===== src/hw/sssp_pkg.sv =====
// Package for the byte-wide synchronous serial port, SPI personality.
// Assumes one system clock; the port top refers to it as sssp_pkg::name.
package sssp_pkg;

	// Register port
	localparam int         ADDR_W       = 3;
	localparam int         DATA_W       = 8;
	localparam logic [2:0] OFS_STATUS   = 3'h0;
	localparam logic [2:0] OFS_CONTROL  = 3'h1;
	localparam logic [2:0] OFS_BUFFER   = 3'h2;
	localparam logic [2:0] OFS_IRQ_STAT = 3'h3;
	localparam logic [2:0] OFS_IRQ_MASK = 3'h4;

	// Values after reset
	localparam logic [7:0] CTRL_RST     = 8'h00;
	localparam logic [7:0] BUF_RST      = 8'h00;
	localparam logic [2:0] IRQ_RST      = 3'h0;

	// Interrupt status bit positions
	localparam int         IRQ_W        = 3;
	localparam int         IRQ_DONE     = 0;
	localparam int         IRQ_WRITE_COLLISION     = 1;
	localparam int         IRQ_OVF      = 2;

	// Port mode select codes; others belong to the two-wire personality
	localparam logic [3:0] MODE_MST_DIV4  = 4'h0;
	localparam logic [3:0] MODE_MST_DIV16 = 4'h1;
	localparam logic [3:0] MODE_MST_DIV64 = 4'h2;
	localparam logic [3:0] MODE_MST_TMR2  = 4'h3;
	localparam logic [3:0] MODE_SLV_SEL   = 4'h4;
	localparam logic [3:0] MODE_SLV_FREE  = 4'h5;

	// Serial clock half periods in system clocks
	localparam logic [5:0] HALF_DIV4    = 6'h02;
	localparam logic [5:0] HALF_DIV16   = 6'h08;
	localparam logic [5:0] HALF_DIV64   = 6'h20;

	// Half-period ticks of one byte and index of the last bit
	localparam logic [4:0] TICK_END     = 5'h10;
	localparam logic [3:0] LAST_BIT     = 4'h7;

	typedef enum logic [2:0] {
		ST_OFF  = 3'b001,
		ST_IDLE = 3'b010,
		ST_XFER = 3'b100
	} sssp_state_t;

	typedef struct packed {
		logic       write_collision;
		logic       receive_overflow;
		logic       port_enable;
		logic       clock_idle_polarity;
		logic [3:0] port_mode_select;
	} sssp_ctrl_t;

	typedef struct packed {
		logic       sample_phase;
		logic       clock_edge;
		logic [4:0] unused;
		logic       buffer_full;
	} sssp_stat_t;

endpackage


===== src/hw/sssp_sync.sv =====
// Two-stage synchroniser for a group of asynchronous pin inputs.
// Assumes inputs change no faster than a few system clocks.
`timescale 1ns/1ps
module sssp_sync #(
	parameter int W = 3
) (
	// Clock and reset
	input  wire logic         clk_i,
	input  wire logic         rst_i,
	// Pins in, synchronised out
	input  wire logic [W-1:0] async_i,
	input  wire logic [W-1:0] rst_val_i,
	output logic      [W-1:0] sync_o
);

	logic [W-1:0] meta_ff;
	logic [W-1:0] sync_ff;

	// First stage feeds only the second stage
	generate
		for (genvar i = 0; i < W; i++) begin : g_bit
			always_ff @(posedge clk_i or posedge rst_i) begin
				if (rst_i) begin
					meta_ff[i] <= 1'b0;
					sync_ff[i] <= 1'b0;
				end else begin
					meta_ff[i] <= async_i[i];
					sync_ff[i] <= meta_ff[i];
				end
			end
		end
	endgenerate

	// Idle levels are not known at reset, so a flag masks the first cycles
	logic [1:0] warm_ff;

	always_ff @(posedge clk_i or posedge rst_i) begin
		if (rst_i) begin
			warm_ff <= 2'h0;
		end else if (!warm_ff[1]) begin
			warm_ff <= {warm_ff[0], 1'b1};
		end
	end

	assign sync_o = warm_ff[1] ? sync_ff : rst_val_i;

endmodule


===== src/hw/sssp_top.sv =====
// Synchronous serial port in its SPI personality: shifter, buffer, flags.
// Assumes a register master on CLK_I; serial pins arrive asynchronously.
// Overview of operation
// RULE_01 - One byte out and in per transfer; all four polarity/phase modes.
// RULE_02 - Serial data out, serial data in and serial clock pins.
// RULE_03 - Slave mode may qualify transfers with an active-low select.
// RULE_04 - Shifter is hidden; software only reaches the buffer register.
// RULE_05 - Control fully read/write; status low six bits read-only.
// RULE_06 - Completed byte moves to buffer and sets the port interrupt flag.
// RULE_07 - Buffer write loads buffer and shifter together.
// RULE_08 - Sample phase: end of output time if 1, middle if 0.
// RULE_09 - Slave overflow when buffer unread; new byte lost; software clears.
// RULE_10 - Register meaning follows SPI versus two-wire mode selection.
// RULE_11 - Buffer write during transfer ignored; sets write collision flag.
// RULE_12 - Buffer full set on receive load, cleared by buffer read.
// RULE_13 - Port enable makes pins serial; clearing it resets the port.
// RULE_14 - Data shifts most significant bit first.
// RULE_15 - Clock polarity bit sets serial clock idle level.
// RULE_16 - Clock edge bit 1 changes output on active-to-idle transition.
//
// Local design decisions: the address map and the plain strobed port.
`timescale 1ns/1ps
module sssp_top (
	// Clock and reset
	input  wire logic       CLK_I,
	input  wire logic       RST_I,
	// Register port
	input  wire logic [2:0] ADDR_I,
	input  wire logic [7:0] WDATA_I,
	input  wire logic       WE_I,
	input  wire logic       RE_I,
	output logic      [7:0] RDATA_O,
	// Timer rate tick, same clock domain
	input  wire logic       TMR2_TICK_I,
	// Serial pins
	input  wire logic       SCK_I,
	output logic            SCK_O,
	output logic            SCK_OE_O,
	input  wire logic       SDI_I,
	output logic            SDO_O,
	output logic            SDO_OE_O,
	input  wire logic       SS_N_I,
	// Interrupt
	output logic            IRQ_O
);

	sssp_pkg::sssp_ctrl_t  ctrl_ff;
	sssp_pkg::sssp_stat_t  stat;
	sssp_pkg::sssp_state_t state_ff;
	logic                  smp_ff;
	logic                  cke_ff;
	logic                  bf_ff;
	logic [7:0]            buf_ff;
	logic [7:0]            shift_ff;
	logic                  out_ff;
	logic [4:0]            h_ff;
	logic [3:0]            nsamp_ff;
	logic [5:0]            div_ff;
	logic                  sck_ff;
	logic                  sck_prev_ff;
	logic [7:0]            rdata_ff;
	logic [2:0]            irq_st_ff;
	logic [2:0]            irq_mask_ff;
	logic                  sck_s;
	logic                  sdi_s;
	logic                  ss_n_s;

	sssp_sync #(
		.W(3)
	) u_sync (
		.clk_i    (CLK_I),
		.rst_i    (RST_I),
		.async_i  ({SCK_I, SDI_I, SS_N_I}),
		.rst_val_i({ctrl_ff.clock_idle_polarity, 1'b0, 1'b1}),
		.sync_o   ({sck_s, sdi_s, ss_n_s})
	);

	// Mode decode; two-wire codes leave the port inert
	logic [3:0] mode;
	logic       is_master;
	logic       is_slave;
	logic       spi_on;
	logic       ss_active;
	logic       busy;
	assign mode      = ctrl_ff.port_mode_select;
	assign is_master = ctrl_ff.port_enable &&
		(mode <= sssp_pkg::MODE_MST_TMR2);                  // [RULE_10]
	assign is_slave  = ctrl_ff.port_enable &&
		(mode == sssp_pkg::MODE_SLV_SEL ||
		 mode == sssp_pkg::MODE_SLV_FREE);                  // [RULE_10]
	assign spi_on    = is_master || is_slave;
	assign ss_active = (mode == sssp_pkg::MODE_SLV_FREE) || !ss_n_s; // [RULE_03]
	assign busy      = (state_ff == sssp_pkg::ST_XFER);

	// Register access strobes
	logic wr_stat;
	logic wr_ctrl;
	logic wr_buf;
	logic rd_buf;
	logic wr_istat;
	logic wr_imask;
	logic accept;
	logic collide;
	assign wr_stat  = WE_I && (ADDR_I == sssp_pkg::OFS_STATUS);
	assign wr_ctrl  = WE_I && (ADDR_I == sssp_pkg::OFS_CONTROL);
	assign wr_buf   = WE_I && (ADDR_I == sssp_pkg::OFS_BUFFER);
	assign rd_buf   = RE_I && (ADDR_I == sssp_pkg::OFS_BUFFER);
	assign wr_istat = WE_I && (ADDR_I == sssp_pkg::OFS_IRQ_STAT);
	assign wr_imask = WE_I && (ADDR_I == sssp_pkg::OFS_IRQ_MASK);
	assign collide  = wr_buf && busy;                        // [RULE_11]
	assign accept   = wr_buf && !busy;

	// Master bit rate from a divider or from the timer tick
	logic [5:0] half;
	logic       master_tick;
	always_comb begin
		if (mode == sssp_pkg::MODE_MST_DIV16) begin
			half = sssp_pkg::HALF_DIV16;
		end else if (mode == sssp_pkg::MODE_MST_DIV64) begin
			half = sssp_pkg::HALF_DIV64;
		end else begin
			half = sssp_pkg::HALF_DIV4;
		end
	end
	assign master_tick = is_master && busy &&
		((mode == sssp_pkg::MODE_MST_TMR2) ? TMR2_TICK_I :
		 (div_ff == half - 6'h01));

	always_ff @(posedge CLK_I or posedge RST_I) begin
		if (RST_I) begin
			div_ff <= 6'h00;
		end else if (!busy || master_tick) begin
			div_ff <= 6'h00;
		end else begin
			div_ff <= div_ff + 6'h01;
		end
	end

	// Slave edges seen on the synchronised clock
	logic slave_edge;
	logic tick;
	logic sample_now;
	logic change_now;
	logic last_sample;
	logic ovf_event;
	assign slave_edge = is_slave && ss_active && (sck_s != sck_prev_ff);
	assign tick = is_master ? master_tick :
		(slave_edge && state_ff != sssp_pkg::ST_OFF);
	// Even ticks leave idle, odd ticks return to idle
	assign sample_now = tick && (h_ff[0] == (cke_ff ^ ~smp_ff)) &&
		!(h_ff == 5'h00 && !cke_ff && smp_ff);              // [RULE_08]
	assign change_now = tick && (h_ff[0] == cke_ff) &&
		(h_ff < sssp_pkg::TICK_END);                         // [RULE_16]
	assign last_sample = sample_now && (nsamp_ff == sssp_pkg::LAST_BIT); // [RULE_01]
	assign ovf_event = last_sample && is_slave && bf_ff;    // [RULE_09]

	always_ff @(posedge CLK_I or posedge RST_I) begin
		if (RST_I) begin
			sck_prev_ff <= 1'b0;
		end else begin
			sck_prev_ff <= sck_s;
		end
	end

	// Transfer sequencing
	logic ss_drop;
	assign ss_drop = is_slave && !ss_active;
	always_ff @(posedge CLK_I or posedge RST_I) begin
		if (RST_I) begin
			state_ff <= sssp_pkg::ST_OFF;
		end else if (!spi_on) begin
			state_ff <= sssp_pkg::ST_OFF;                  // [RULE_13]
		end else if (ss_drop || last_sample) begin
			state_ff <= sssp_pkg::ST_IDLE;
		end else if (state_ff == sssp_pkg::ST_OFF) begin
			state_ff <= sssp_pkg::ST_IDLE;
		end else if (is_master && accept) begin
			state_ff <= sssp_pkg::ST_XFER;
		end else if (is_slave && tick) begin
			state_ff <= sssp_pkg::ST_XFER;
		end
	end

	// Tick and bit counters restart with each byte
	always_ff @(posedge CLK_I or posedge RST_I) begin
		if (RST_I) begin
			h_ff     <= 5'h00;
			nsamp_ff <= 4'h0;
		end else if (!spi_on || ss_drop || last_sample || accept) begin
			h_ff     <= 5'h00;                                // [RULE_03]
			nsamp_ff <= 4'h0;
		end else if (tick) begin
			h_ff     <= h_ff + 5'h01;
			nsamp_ff <= sample_now ? nsamp_ff + 4'h1 : nsamp_ff;
		end
	end

	// Shifter: loaded only through the buffer write, never read directly
	always_ff @(posedge CLK_I or posedge RST_I) begin
		if (RST_I) begin
			shift_ff <= sssp_pkg::BUF_RST;
		end else if (accept) begin
			shift_ff <= WDATA_I;                              // [RULE_07] [RULE_04]
		end else if (sample_now) begin
			shift_ff <= {shift_ff[6:0], sdi_s};               // [RULE_14]
		end
	end

	// Output bit; when sampling shares the tick, take the shifted value
	always_ff @(posedge CLK_I or posedge RST_I) begin
		if (RST_I) begin
			out_ff <= 1'b0;
		end else if (accept) begin
			out_ff <= WDATA_I[7];                             // [RULE_14]
		end else if (change_now) begin
			out_ff <= sample_now ? shift_ff[6] : shift_ff[7]; // [RULE_16]
		end
	end

	// Master serial clock rests at the polarity bit level
	always_ff @(posedge CLK_I or posedge RST_I) begin
		if (RST_I) begin
			sck_ff <= 1'b0;
		end else if (!busy || !is_master) begin
			sck_ff <= ctrl_ff.clock_idle_polarity;            // [RULE_15]
		end else if (master_tick && h_ff < sssp_pkg::TICK_END) begin
			sck_ff <= ~sck_ff;                                // [RULE_01]
		end
	end

	// Receive buffer; an overflowing slave byte is dropped
	always_ff @(posedge CLK_I or posedge RST_I) begin
		if (RST_I) begin
			buf_ff <= sssp_pkg::BUF_RST;
		end else if (last_sample && !ovf_event) begin
			buf_ff <= {shift_ff[6:0], sdi_s};                 // [RULE_06]
		end else if (accept) begin
			buf_ff <= WDATA_I;                                // [RULE_07]
		end
	end

	// Buffer full: receive load wins over a read in the same cycle
	always_ff @(posedge CLK_I or posedge RST_I) begin
		if (RST_I) begin
			bf_ff <= 1'b0;
		end else if (last_sample && !ovf_event) begin
			bf_ff <= 1'b1;                                    // [RULE_12]
		end else if (rd_buf) begin
			bf_ff <= 1'b0;                                    // [RULE_12]
		end
	end

	// Control register; hardware sets win over software writes
	always_ff @(posedge CLK_I or posedge RST_I) begin
		if (RST_I) begin
			ctrl_ff <= sssp_pkg::CTRL_RST;
		end else begin
			if (wr_ctrl) begin
				ctrl_ff <= WDATA_I;                           // [RULE_05]
			end
			if (collide) begin
				ctrl_ff.write_collision <= 1'b1;              // [RULE_11]
			end
			if (ovf_event) begin
				ctrl_ff.receive_overflow <= 1'b1;             // [RULE_09]
			end
		end
	end

	// Status: only the two upper bits take writes
	always_ff @(posedge CLK_I or posedge RST_I) begin
		if (RST_I) begin
			smp_ff <= 1'b0;
			cke_ff <= 1'b0;
		end else if (wr_stat) begin
			smp_ff <= WDATA_I[7];                             // [RULE_05]
			cke_ff <= WDATA_I[6];
		end
	end

	always_comb begin
		stat              = '0;
		stat.sample_phase = smp_ff;
		stat.clock_edge   = cke_ff;
		stat.buffer_full  = bf_ff;
	end

	// Interrupt status, write one to clear, set wins
	logic [2:0] irq_set;
	assign irq_set = {ovf_event, collide, last_sample};
	always_ff @(posedge CLK_I or posedge RST_I) begin
		if (RST_I) begin
			irq_st_ff   <= sssp_pkg::IRQ_RST;
			irq_mask_ff <= sssp_pkg::IRQ_RST;
		end else begin
			irq_st_ff <= irq_set |
				(irq_st_ff & ~(wr_istat ? WDATA_I[2:0] : 3'h0)); // [RULE_06]
			if (wr_imask) begin
				irq_mask_ff <= WDATA_I[2:0];
			end
		end
	end

	// Read data one cycle after the strobe, zero elsewhere
	always_ff @(posedge CLK_I or posedge RST_I) begin
		if (RST_I) begin
			rdata_ff <= 8'h00;
		end else if (!RE_I) begin
			rdata_ff <= 8'h00;
		end else if (ADDR_I == sssp_pkg::OFS_STATUS) begin
			rdata_ff <= stat;
		end else if (ADDR_I == sssp_pkg::OFS_CONTROL) begin
			rdata_ff <= ctrl_ff;
		end else if (ADDR_I == sssp_pkg::OFS_BUFFER) begin
			rdata_ff <= buf_ff;                               // [RULE_04]
		end else if (ADDR_I == sssp_pkg::OFS_IRQ_STAT) begin
			rdata_ff <= {5'h00, irq_st_ff};
		end else if (ADDR_I == sssp_pkg::OFS_IRQ_MASK) begin
			rdata_ff <= {5'h00, irq_mask_ff};
		end else begin
			rdata_ff <= 8'h00;
		end
	end

	// Pins; slave output floats while deselected in select mode
	assign RDATA_O  = rdata_ff;
	assign SCK_O    = sck_ff;
	assign SCK_OE_O = is_master;                              // [RULE_02]
	assign SDO_O    = out_ff;
	assign SDO_OE_O = is_master || (is_slave && ss_active);   // [RULE_02] [RULE_03]
	assign IRQ_O    = |(irq_st_ff & irq_mask_ff);
endmodule


===== config.mk =====
export PLATFORM = sky130hd
export DESIGN_NAME = sssp_top
export DESIGN_NICKNAME = d
export VERILOG_FILES = /design/src/hw/sssp_pkg.sv /design/src/hw/sssp_sync.sv /design/src/hw/sssp_top.sv
export SDC_FILE = /design/constraint.sdc
export NUM_CORES = 1
export LEC_CHECK = 0
export BUFFER_PORTS_ARGS = -buffer_cell sky130_fd_sc_hd__buf_2
export CORE_MARGIN = 2
export CORE_UTILIZATION = 35
export DETAILED_ROUTE_END_ITERATION = 8
export SYNTH_ARGS = -nofsm -noshare
export SYNTH_HDL_FRONTEND = slang
export SYNTH_SLANG_ARGS = --single-unit

===== constraint.sdc =====
create_clock -name CLK_I -period 2.38 [get_ports CLK_I]
set_input_delay 0.476 -clock CLK_I [delete_from_list [all_inputs] [get_ports CLK_I]]
set_output_delay 0.476 -clock CLK_I [all_outputs]
set_load 0.03 [all_outputs]

# Word level (Yosys, flattened, before mapping)
# Cells that the tools add are included.
[totals] register_bits=70 input_bits=19 elab_cells=157
[op_classes] n_addsub=4 order_cmp=2 eq_ne=18 muxes=38 bitwise_logic=7 reduce_logical=60
[ops] operator="$mux W8" n=9
[ops] operator="$logic_and A1 B1 Y1" n=29
[ops] operator="$mux W3" n=9
[ops] operator="$mux W6" n=3
[ops] operator="$reduce_bool A2 Y1" n=9
[ops] operator="$eq A4 B3 Y1 const B" n=3
[ops] operator="$mux W4" n=3
[ops] operator="$mux W1" n=11
[ops] operator="$logic_or A1 B1 Y1" n=10
[ops] operator="$mux W5" n=2
[ops] operator="$eq A4 B2 Y1 const B" n=2
[ops] operator="$logic_not A1 Y1" n=8
[ops] operator="$add A6 B1 Y6 const B" n=1
[ops] operator="$and A3 B3 Y3" n=2
[ops] operator="$eq A3 B1 Y1 const B" n=2
[ops] operator="$eq A3 B2 Y1 const B" n=2
[ops] operator="$eq A3 B3 Y1 const B" n=2
[ops] operator="$eq A6 B6 Y1" n=1
[ops] operator="$sub A6 B1 Y6 const B" n=1
[ops] operator="$add A5 B1 Y5 const B" n=1
[ops] operator="$logic_not A5 Y1" n=1
[ops] operator="$lt A5 B5 Y1 const B" n=1
[ops] operator="$ne A5 B1 Y1 const B" n=1
[ops] operator="$add A4 B1 Y4 const B" n=1
[ops] operator="other kinds (13)" n=15

# Longest topological paths before layout
# Gate-level depths: netlist (run 1).
[logic_depth] ltp_word=16 depth_mapped=10 mapped_depth_nobuf=8

# Cells and area by module
# From an unflattened synthesis (run 1), not the netlist that was laid out.
[hier_totals] hier_cells=375 area_unflattened_um2=3809.9
[by_module_without_submodules] module="sssp_top" n_inst=1 cells_each=361 area_per_inst_um2=3559.7
[by_module_without_submodules] module="sssp_sync" n_inst=1 cells_each=14 area_per_inst_um2=250.2

# Worst setup path before layout (run 1)
# Ideal clock, no wire load.
[synth_path] path_kind="register -> register" from="reg h_ff[0]" to="reg buf_ff[1]" setup_time_ns=0.125 arrival_ns=2.358 t_required_ns=2.255 slack_ns=-0.103 path_stages_with_launch=10 path_buffers=1 cell_sequence="dfrtp_1 -> clkbuf_1 -> inv_1 -> ha_1 -> or4b_2 -> a211oi_1 -> a21oi_1 -> a21boi_4 -> nand3_4 -> mux2_2"
[synth_between] elab_chain_len=11 word_cells_on_any_way=14 cone_classes="eq/ne (1); mux (1); reduce/logical (12)"
[synth_lines] element="start: declaration" line="sssp_top.sv:56" rtl="logic [4:0] h_ff;"
[synth_lines] element="start signal: assignment" line="sssp_top.sv:193" rtl="h_ff <= h_ff + 5'h01;"
[synth_lines] element="$logic_not A5 Y1" line="sssp_top.sv:151" rtl="!(h_ff == 5'h00 && !cke_ff && smp_ff);"
[synth_lines] element="$logic_and A1 B1 Y1 (2 in series)" line="sssp_top.sv:151"
[synth_lines] element="$logic_not A1 Y1" line="sssp_top.sv:151"
[synth_lines] element="$logic_and A1 B1 Y1 *" line="sssp_top.sv:150" rtl="assign sample_now = tick && (h_ff[0] == (cke_ff ^ ~smp_ff)) &&"
[synth_lines] element="$logic_and A1 B1 Y1 *" line="sssp_top.sv:154" rtl="assign last_sample = sample_now && (nsamp_ff == sssp_pkg::LAST_BIT);"
[synth_lines] element="$logic_and A1 B1 Y1 (2 in series)" line="sssp_top.sv:155" rtl="assign ovf_event = last_sample && is_slave && bf_ff;"
[synth_lines] element="$logic_not A1 Y1" line="sssp_top.sv:235" rtl="end else if (last_sample && !ovf_event) begin"
[synth_lines] element="$logic_and A1 B1 Y1 *" line="sssp_top.sv:235"
[synth_lines] element="$mux W8 or $reduce_bool A2 Y1 (tied branches)"
[synth_lines] element="end signal: assignment" line="sssp_top.sv:234" rtl="buf_ff <= sssp_pkg::BUF_RST;"
[synth_lines] element="end signal: assignment" line="sssp_top.sv:236" rtl="buf_ff <= {shift_ff[6:0], sdi_s};"
[synth_lines] element="end: declaration" line="sssp_top.sv:53" rtl="logic [7:0] buf_ff;"
# Every way passes the cells marked *; elsewhere a longest branch is shown, timed or not.
# A chain may end at the register's enable or synchronous reset.

# Final worst setup path (run 1)
[layout_path] from="reg ctrl_ff (netlist bit mode[2])" to="reg buf_ff[5]"
[layout_between] elab_chain_len=16 word_cells_on_any_way=30 cone_classes="add/sub (1); order compare (1); eq/ne (6); mux (5); reduce/logical (17)"
[layout_lines] element="start: declaration" line="sssp_top.sv:47" rtl="sssp_pkg::sssp_ctrl_t ctrl_ff;"
[layout_lines] element="start signal: assignment" line="sssp_top.sv:256" rtl="ctrl_ff <= sssp_pkg::CTRL_RST;"
[layout_lines] element="$eq A4 B2 Y1" line="sssp_top.sv:119" rtl="end else if (mode == sssp_pkg::MODE_MST_DIV64) begin"
[layout_lines] element="$mux W6" line="sssp_top.sv:119"
[layout_lines] element="$mux W6" line="sssp_top.sv:117" rtl="if (mode == sssp_pkg::MODE_MST_DIV16) begin"
[layout_lines] element="$sub A6 B1 Y6" line="sssp_top.sv:127" rtl="(div_ff == half - 6'h01));"
[layout_lines] element="$eq A6 B6 Y1" line="sssp_top.sv:127"
[layout_lines] element="$mux W1" line="sssp_top.sv:126" rtl="((mode == sssp_pkg::MODE_MST_TMR2) ? TMR2_TICK_I :"
[layout_lines] element="$logic_and A1 B1 Y1" line="sssp_top.sv:125" rtl="assign master_tick = is_master && busy &&"
[layout_lines] element="$mux W1" line="sssp_top.sv:147" rtl="assign tick = is_master ? master_tick :"
[layout_lines] element="$logic_and A1 B1 Y1 (2 in series)" line="sssp_top.sv:150"
[layout_lines] element="$logic_and A1 B1 Y1" line="sssp_top.sv:154"
[layout_lines] element="$logic_and A1 B1 Y1 (2 in series)" line="sssp_top.sv:155"
[layout_lines] element="$logic_not A1 Y1" line="sssp_top.sv:235"
[layout_lines] element="$logic_and A1 B1 Y1 *" line="sssp_top.sv:235"
[layout_lines] element="$mux W8 or $reduce_bool A2 Y1 (tied branches)"
# Marked as above.

==> results of run 1 <==
[Yosys cell counts, types with 3 or more instances]
cell type  number
and2_1          3
a21oi_1        25
nand3_1        12
nand2b_1        5
mux2i_1         8
dfrtp_1        69
clkbuf_1       11
ha_1            4
o2111ai_1       3
nor3_1          7
a21boi_0        3
nand2_1        49
mux2_2         20
a22oi_1         6
inv_1          12
a31oi_1         3
o21ai_0        11
nor2_1         37
xnor2_1         5
or2_2           3
xor2_1          8
nor2b_1         6
[layout by cell type (no fill, tap or decap), types with 2 or more instances in the layout]
cell type,count
dfrtp_1,69
nand2_1,48
nor2_1,36
buf_2,30
buf_4,28
a21oi_1,25
mux2_2,20
nand3_1,12
inv_1,10
clkbuf_8,10
mux2i_1,8
xor2_1,8
o21ai_0,8
nor2b_1,6
nor3_1,6
a22oi_1,6
nand2b_1,5
xnor2_1,5
ha_1,4
and2_1,3
o21ai_1,3
or2_2,3
a21boi_0,3
a31oi_1,3
clkinv_2,3
or3b_4,2
o31a_1,2
inv_2,2
a21o_1,2
o2111ai_1,2
nand4_1,2
a31o_2,2
[worst max path at each step]
stage	startpoint	end	slack [ps]	cells past startpoint
3_3_place_gp	mode[2]	nsamp_ff[2]	-10	8
5_1_grt	mode[2]	buf_ff[1]	-50	6
3_5_place_dp	mode[2]	h_ff[4]	-20	8
6_report	mode[2]	buf_ff[5]	20	6
2_1_floorplan	h_ff[0]	buf_ff[1]	20	9
4_1_cts	state_ff[0]	buf_ff[4]	0.2	6
[state kept, by name, indices dropped and copies added (netlist names), 4 cells and up]
| register | count |
|---|---|
| RDATA_O | 8 |
| buf_ff | 8 |
| ctrl_ff | 4 |
| div_ff | 6 |
| h_ff | 5 |
| mode | 4 |
| nsamp_ff | 4 |
| shift_ff | 8 |
[per-layer routing]
layer	track usage [%]	routed length (um)	up-vias	share of wire [%]
li1	-	-	1346	-
met1	21.3	3740	1313	46
met2	24.0	3950	65	48
met3	3.27	328	9	4.0
met4	6.18	149	0	1.8
met5	0	0	-	0
[metrics by stage]
step | cell area (sq um) | hold WS [ps] | total power [uW] | utilization (%) | worst slack (ps)
final | 4200 | 191 | 2920 | 43.2 | 21.3
after global routing | 4200 | 211 | 3080 | 43.2 | -46.8
after CTS | 4140 | 215 | 2930 | 42.6 | 0.185
after detailed placement | 3970 | 335 | 2080 | 40.8 | -16.9
after global placement | 3970 | 332 | 2070 | 40.8 | -14.1
after floorplan | 3490 | 331 | 1850 | - | 15.6
[power by group]
group | switching, uW | internal, uW | leakage [uW]
Clock | 447 | 398 | 0.0000889
Combinational | 330 | 284 | 0.000964
Sequential | 127 | 1330 | 0.000872
[layout make-up]
type / instances / area [sq um] / share of cell area (%)
Clock buffer: 11 / 141 / 3.36
Timing Repair Buffer: 61 / 407 / 9.67
Clock inverter: 4 / 23.8 / 0.565
Sequential cell: 70 / 1750 / 41.7
Inverter: 12 / 45.0 / 1.07
Tap cell: 133 / 166 / 3.96
Multi-Input combinational cell: 255 / 1670 / 39.7
[worst min-delay path: cells and delay by family]
family / cells / cell delay, ps
buffers and inverters: 3 / 480
[logic make-up after synthesis]
family / count (synthesis) / synth area share, %
buffers and inverters: 25 / 2.81
adders and majority gates: 4 / 1.44
muxes: 29 / 9.43
AOI/OAI and AO/OA: 70 / 13.5
DFF: 70 / 50.4
xor gates and xnor gates: 13 / 3.27
and+or+nand+nor: 138 / 19.1
[timing repair]
action,CTS,global route
buffers inserted,0,3
gates resized for setup,4,12
pin swaps,0,8
cloned,0,1
endpoints found under the setup margin,9,22
==> flow_summary.toml, run 1 <==
[timing]
worstMarginPinSlew_ps = 664
setup_viol = 0
relSlewSlack_pct = 55.6
tns_ps = 0
rsz0062_at_grt = "yes"
fin_crit_ps = 2360
final_max_slew_viol_count = 0
hold_viol_final = 0
fin_crit_sh_pct = 99.1
clock.fmax_mhz = 424
clock_skew_ps = 15.1

[grt]
track_usage_pct = 15.5
grt_pass1_wl_um = 13300
gr-total-overflow = 0
grt_max_degree = 71
antenna_found_initial = 0
grt_pass1_vias = 2661

[cts]
cts_tree = "done"
path_clk_slew_ps = 80
cts_hold_buf = 0
clock_sinks = 70
clkLatencyLatePin_ps = 350
clk_path_buf_depth = 2
numCtsBuffers = 9
h-tree-depth = 3
root_buffer = "clkbuf_8"

[synth]
synth_top_area_share_pct = 49.7
yosys-top-cells-area = "dfrtp_1 50%, mux2_2 6.5%, nand2_1 5.3%, nor2_1 4.0%, a21oi_1 3.6%"
syn_area_per_cell_sq_um = 9.96
synthArstFlopShare_pct = 100
synth_edf_count = 0
synth.yosys.warnings = 0
syn-cell-area_sq_um = 3480
synthFlopType = "dfrtp_1"
synth.distinct_cells = 56
synth-seq-cells = 70
yosys.area.top_type = "dfrtp_1"
synth_seq_area_share_pct = 50.4
synthCells = 349
syn_nets = 372

[final_layout]
finalNetCount = 432
instances_no_fill = 546
antenna_cells = 0
syn2layout_area_growth_pct = 20.9
fillers = 954
layout-drive-gt1-share_pct = 29.3

[setup_path]
slowest_delay_ps = 530
cp_num_buf_inv = 0
crit_chain = "or3b_4 > or4_4 > o31a_1 > a21boi_4 > nand3_2 > mux2_2"
ff2ff_setup_slack_ps = 20
critPathArrivalTime_ps = 2590
reg2reg_to = "buf_ff[5]"
critical_path.max_fanout = 4
cp_data_required_time_ps = 2610
cp-start-kind = "flop"
cp_slowest_cell = "or4_4"
path_delay_family = "simple AND/OR/NAND/NOR gates"
reg2reg_depth = 6
crit_path_end_kind = "flop"
reg2reg_from = "mode[2]"
critPathKind = "flop to flop"

[routing]
wirelength_um = 8170
drt_iter0_markers = 197
vias = 2733
first_pass_iters = 5
wl_per_cell_um = 15.0
via_per_inst = 5.01
ant_nets = 0
route.detailed.drc = 0

[power_and_ir_drop]
irDropWorstVdd_v = 0.000271
p_leak_uw = 0.00192
power_density_nw_per_um2 = 694

[floorplanning]
die_h_um = 104
start_util_pct = 35.7
core_sq_um = 9730
ios = 32
design.die.area_sq_um = 10700
die_w_um = 104
fp-row-count = 36

[placement]
port_buffers = 31
dp_hpwl_um = 5860
place_inst = 527
place_congestion = 0.788

[status]
status = "finished, final reports clean"

[hold_path]
worst_hold_path_type = "input pin to asynchronous set/reset pin"

[run]
max_cap_viol_count = 0
Power figures use the tool's default switching activity.
==> run 2, diff against run 1 <==
Settings changed: CORE_ASPECT_RATIO from default to 1.1.
==> flow_summary.toml, run 2 (synthesis results as in run 1) <==
[status]
status = "finished, final reports clean"

[setup_path]
cp-endpoint = "nsamp_ff[3]"
cp-startpoint = "mode[3]"
critical_path.max_fanout = 4
critPathArrivalTime_ps = 2610
cp-start-kind = "flop"
crit_path_end_kind = "flop"
cp_data_required_time_ps = 2660
reg2reg_to = "nsamp_ff[3]"
reg2reg_from = "mode[3]"
ff2ff_setup_slack_ps = 60
reg2reg_depth = 7
critPathKind = "flop to flop"

[cts]
clock_sinks = 70
cts_hold_buf = 0
h-tree-depth = 3
cts_tree = "done"
clk_path_buf_depth = 2
numCtsBuffers = 9
clkLatencyLatePin_ps = 360
root_buffer = "clkbuf_8"
path_clk_slew_ps = 80

[final_layout]
layout-drive-gt1-share_pct = 30.4
antenna_cells = 0
utilization_pct = 43.9
stdcell_area_sq_um = 4280
final_common_cell = "dfrtp_1"
final_cell_mix = "69 x dfrtp_1, 48 x nand2_1, 36 x nor2_1"
syn2layout_area_growth_pct = 23.1
finalNetCount = 432

[routing]
via_per_inst = 5.15
ant_nets = 0
first_pass_iters = 5
drt_iter0_markers = 142
wl_per_cell_um = 16.0
wirelength_um = 8540
route.detailed.drc = 0
vias = 2749

[floorplanning]
die_h_um = 109
fp-row-count = 38
start_util_pct = 35.7
ios = 32
die_w_um = 99.0
design.die.area_sq_um = 10700
core_sq_um = 9750

[timing]
worstMarginPinSlew_ps = 623
clock_skew_ps = 8.14
final_max_slew_viol_count = 0
relSlewSlack_pct = 58.3
rsz0062_at_grt = "yes"
fin_crit_sh_pct = 97.7
fin_crit_ps = 2320
fin_hold_ws_ps = 81.7
clock.fmax_mhz = 430
setup_viol = 0
hold_viol_final = 0

[placement]
post_dp_cell_area_sq_um = 3970
dp_hpwl_um = 6190
port_buffers = 31
place_congestion = 0.802

[hold_path]
worst_hold_path_type = "input pin to asynchronous set/reset pin"

[power_and_ir_drop]
power.total_uw = 3180
irDropWorstVdd_v = 0.000277
power_density_nw_per_um2 = 744
p_leak_uw = 0.00196

[grt]
grt_pass1_vias = 2709
antenna_found_initial = 0
grt_max_degree = 56
gr-total-overflow = 0
grt_pass1_wl_um = 13800
track_usage_pct = 16.8

[run]
max_cap_viol_count = 0
## run 2: cell count changes in the layout (fill, tap and decap cells not counted), moves of 2 or more
cell and change:
o21ai_1 -3, bufinv_16 +2, clkinvlp_4 +2, o21ai_0 +2
## run 2: routing by layer
layer	GRT usage [%]	wire (um)
met2	28.4	4320
met4	6.75	156
met3	3.04	326
met5	0	0
met1	21.3	3740
## run 2: layout make-up
class	instances	area, sq um
clock inverters	6	85.1
clock buffers	10	138
flip-flops and latches	70	1750
multi-input cells	255	1710
fillers	925	5470
repair buffers	61	403
well taps	120	150
inverters	12	45.0
## run 2: worst min-delay path by stage
| stage | from | end | slack, ps | cells past startpoint |
|---|---|---|---|---|
| floorplan | u_sync.meta_ff[0] | u_sync.sync_ff[0] | 330 | 0 |
| global placement | u_sync.meta_ff[1] | u_sync.sync_ff[1] | 330 | 0 |
| detailed placement | u_sync.meta_ff[1] | u_sync.sync_ff[1] | 340 | 0 |
| CTS | RST_I | irq_mask_ff[1] | 80 | 2 |
| global route | RST_I | irq_mask_ff[0] | 100 | 2 |
| finish | RST_I | irq_mask_ff[1] | 80 | 2 |
## run 2: power breakdown
part	switching (uW)	internal [uW]	leakage (uW)	total [uW]
registers	123	1330	0.000872	1450
logic	351	300	0.000977	651
clock network	466	614	0.000108	1080
## run 2: worst max-delay path, cell delays in order (launching register included)
cell and delay (ps):
dfrtp_1 400, or3b_4 430, nor4_2 270, buf_4 180, o2111a_1 260, o21ai_2 90, or4_1 470, a21oi_1 150
## run 2: timing repair
item | CTS | global route
endpoints found under the setup margin | 8 | 26
gates resized for setup | 3 | 13
buffers inserted | 1 | 0
cloned | 0 | 1
pin swaps | 2 | 3
## run 2: stage by stage
stage	setup slack, ps	TNS (ps)	cells
floorplan	15.6	0	349
global placement	18.1	0	516
detailed placement	-11.4	-46.1	516
CTS	4.29	0	533
global route	-34.2	-117	534
finish	55.5	0	534
==> run 3, diff against run 2 <==
Clock period 2.38 ns to 2.9 ns, I/O delays scaled along.
==> flow_summary.toml, run 3 (synthesis results as in run 1) <==
[run]
max_cap_viol_count = 0

[final_layout]
finalNetCount = 408
multiInputGateArea_sq_um = 1630
syn2layout_area_growth_pct = 15.5
fillers = 960
final_common_cell = "dfrtp_1"
final_cell_mix = "69 x dfrtp_1, 49 x nand2_1, 37 x nor2_1"
utilization_pct = 41.2
regArea_sq_um = 1750
layout-drive-gt1-share_pct = 23.3
antenna_cells = 0

[floorplanning]
ios = 32
die_h_um = 109
design.die.area_sq_um = 10700
core_sq_um = 9750
fp-row-count = 38
die_w_um = 99.0
start_util_pct = 35.7

[timing]
final_max_slew_viol_count = 0
rsz0062_at_grt = "no"
clock.fmax_mhz = 383
fin_hold_ws_ps = 241
setup_viol = 0
setup_ws_ps = 290
relSlewSlack_pct = 60.0
worstMarginPinSlew_ps = 596
clock_skew_ps = 9.36
fin_crit_sh_pct = 90.0
tns_ps = 0
fin_crit_ps = 2610
hold_viol_final = 0

[setup_path]
cp-start-kind = "flop"
slowest_delay_ps = 620
cp_slowest_cell = "or4b_2"
reg2reg_depth = 9
critical_path.max_fanout = 12
ff2ff_setup_slack_ps = 290
reg2reg_to = "h_ff[1]"
crit_path_end_kind = "flop"
critPathKind = "flop to flop"
critPathArrivalTime_ps = 2890
reg2reg_from = "h_ff[0]"
crit_chain = "inv_1 > ha_1 > or4b_2 > a211oi_1 > a21oi_1 > a21boi_4 > buf_4 > a21o_1 > nor2_1"
cp_data_required_time_ps = 3180

[grt]
gr-total-overflow = 0
grt_max_degree = 28
grt_pass1_wl_um = 12900
track_usage_pct = 15.3
grt_pass1_vias = 2556
antenna_found_initial = 0

[routing]
ant_nets = 0
first_pass_iters = 4
wl_per_cell_um = 15.5
wirelength_um = 7930
vias = 2679
via_per_inst = 5.25
route.detailed.drc = 0
drt_iter0_markers = 119

[cts]
numCtsBuffers = 9
cts_resized = 0
root_buffer = "clkbuf_8"
postCtsSetupRepairBufs = 0
path_clk_slew_ps = 80
cts_hold_buf = 0
clkLatencyLatePin_ps = 350
cts_tree = "done"
clk_path_buf_depth = 2
clock_sinks = 70
h-tree-depth = 3

[power_and_ir_drop]
power_density_nw_per_um2 = 635
p_leak_uw = 0.00183
irDropWorstVdd_v = 0.000270

[placement]
place_congestion = 0.871
place_ws_ps = 293
port_buffers = 31
dp_hpwl_um = 5830

[hold_path]
worst_hold_path_type = "input pin to asynchronous set/reset pin"

[status]
status = "finished, final reports clean"
## run 3: cell type report
cell class,count,share of cell area (%)
Timing Repair Buffer,38,5.17
Sequential cell,70,43.6
Inverter,12,1.12
Tap cell,120,3.74
Clock buffer,10,3.43
Multi-Input combinational cell,254,40.6
Clock inverter,6,2.27
## run 3: report_power, final
part	internal [uW]	switching, uW	total, uW
sequential	1090	117	1210
combinational	183	246	430
clock	515	398	913
total	1790	761	2550
## run 3: how the worst max path moves through the flow
stage            start          end  slack, ps  depth (start not counted)
6_report       h_ff[0]      h_ff[1]        290                          9
5_1_grt        h_ff[0]      h_ff[1]        120                          9
4_1_cts        h_ff[0]      h_ff[1]        270                          9
3_5_place_dp   h_ff[0]      h_ff[1]        290                          9
3_3_place_gp   mode[3]  nsamp_ff[3]        380                          6
2_1_floorplan  h_ff[0]    buf_ff[1]        420                          9
## run 3: through the flow
stage,power (uW),std cells,area (sq um)
3_3_place_gp,1650,494,3790
6_report,2550,510,4020
3_5_place_dp,1660,494,3790
2_1_floorplan,1510,349,3480
4_1_cts,2570,510,4020
5_1_grt,2680,510,4020
## run 3: critical path: cells and delay by family, from the launching register on
kind	cells	cell delay, ps
flops	1	490
fa+ha+maj	1	150
simple gates	2	750
compound gates	4	780
buf+inv	2	370
## run 3: per-layer routing
metal | wire (um) | vias to the layer above | global-route usage (%)
met2 | 3730 | 52 | 23.2
met4 | 173 | 0 | 5.87
met3 | 338 | 11 | 3.49
li1 | - | 1298 | -
met1 | 3680 | 1318 | 21.3
met5 | 0 | - | 0
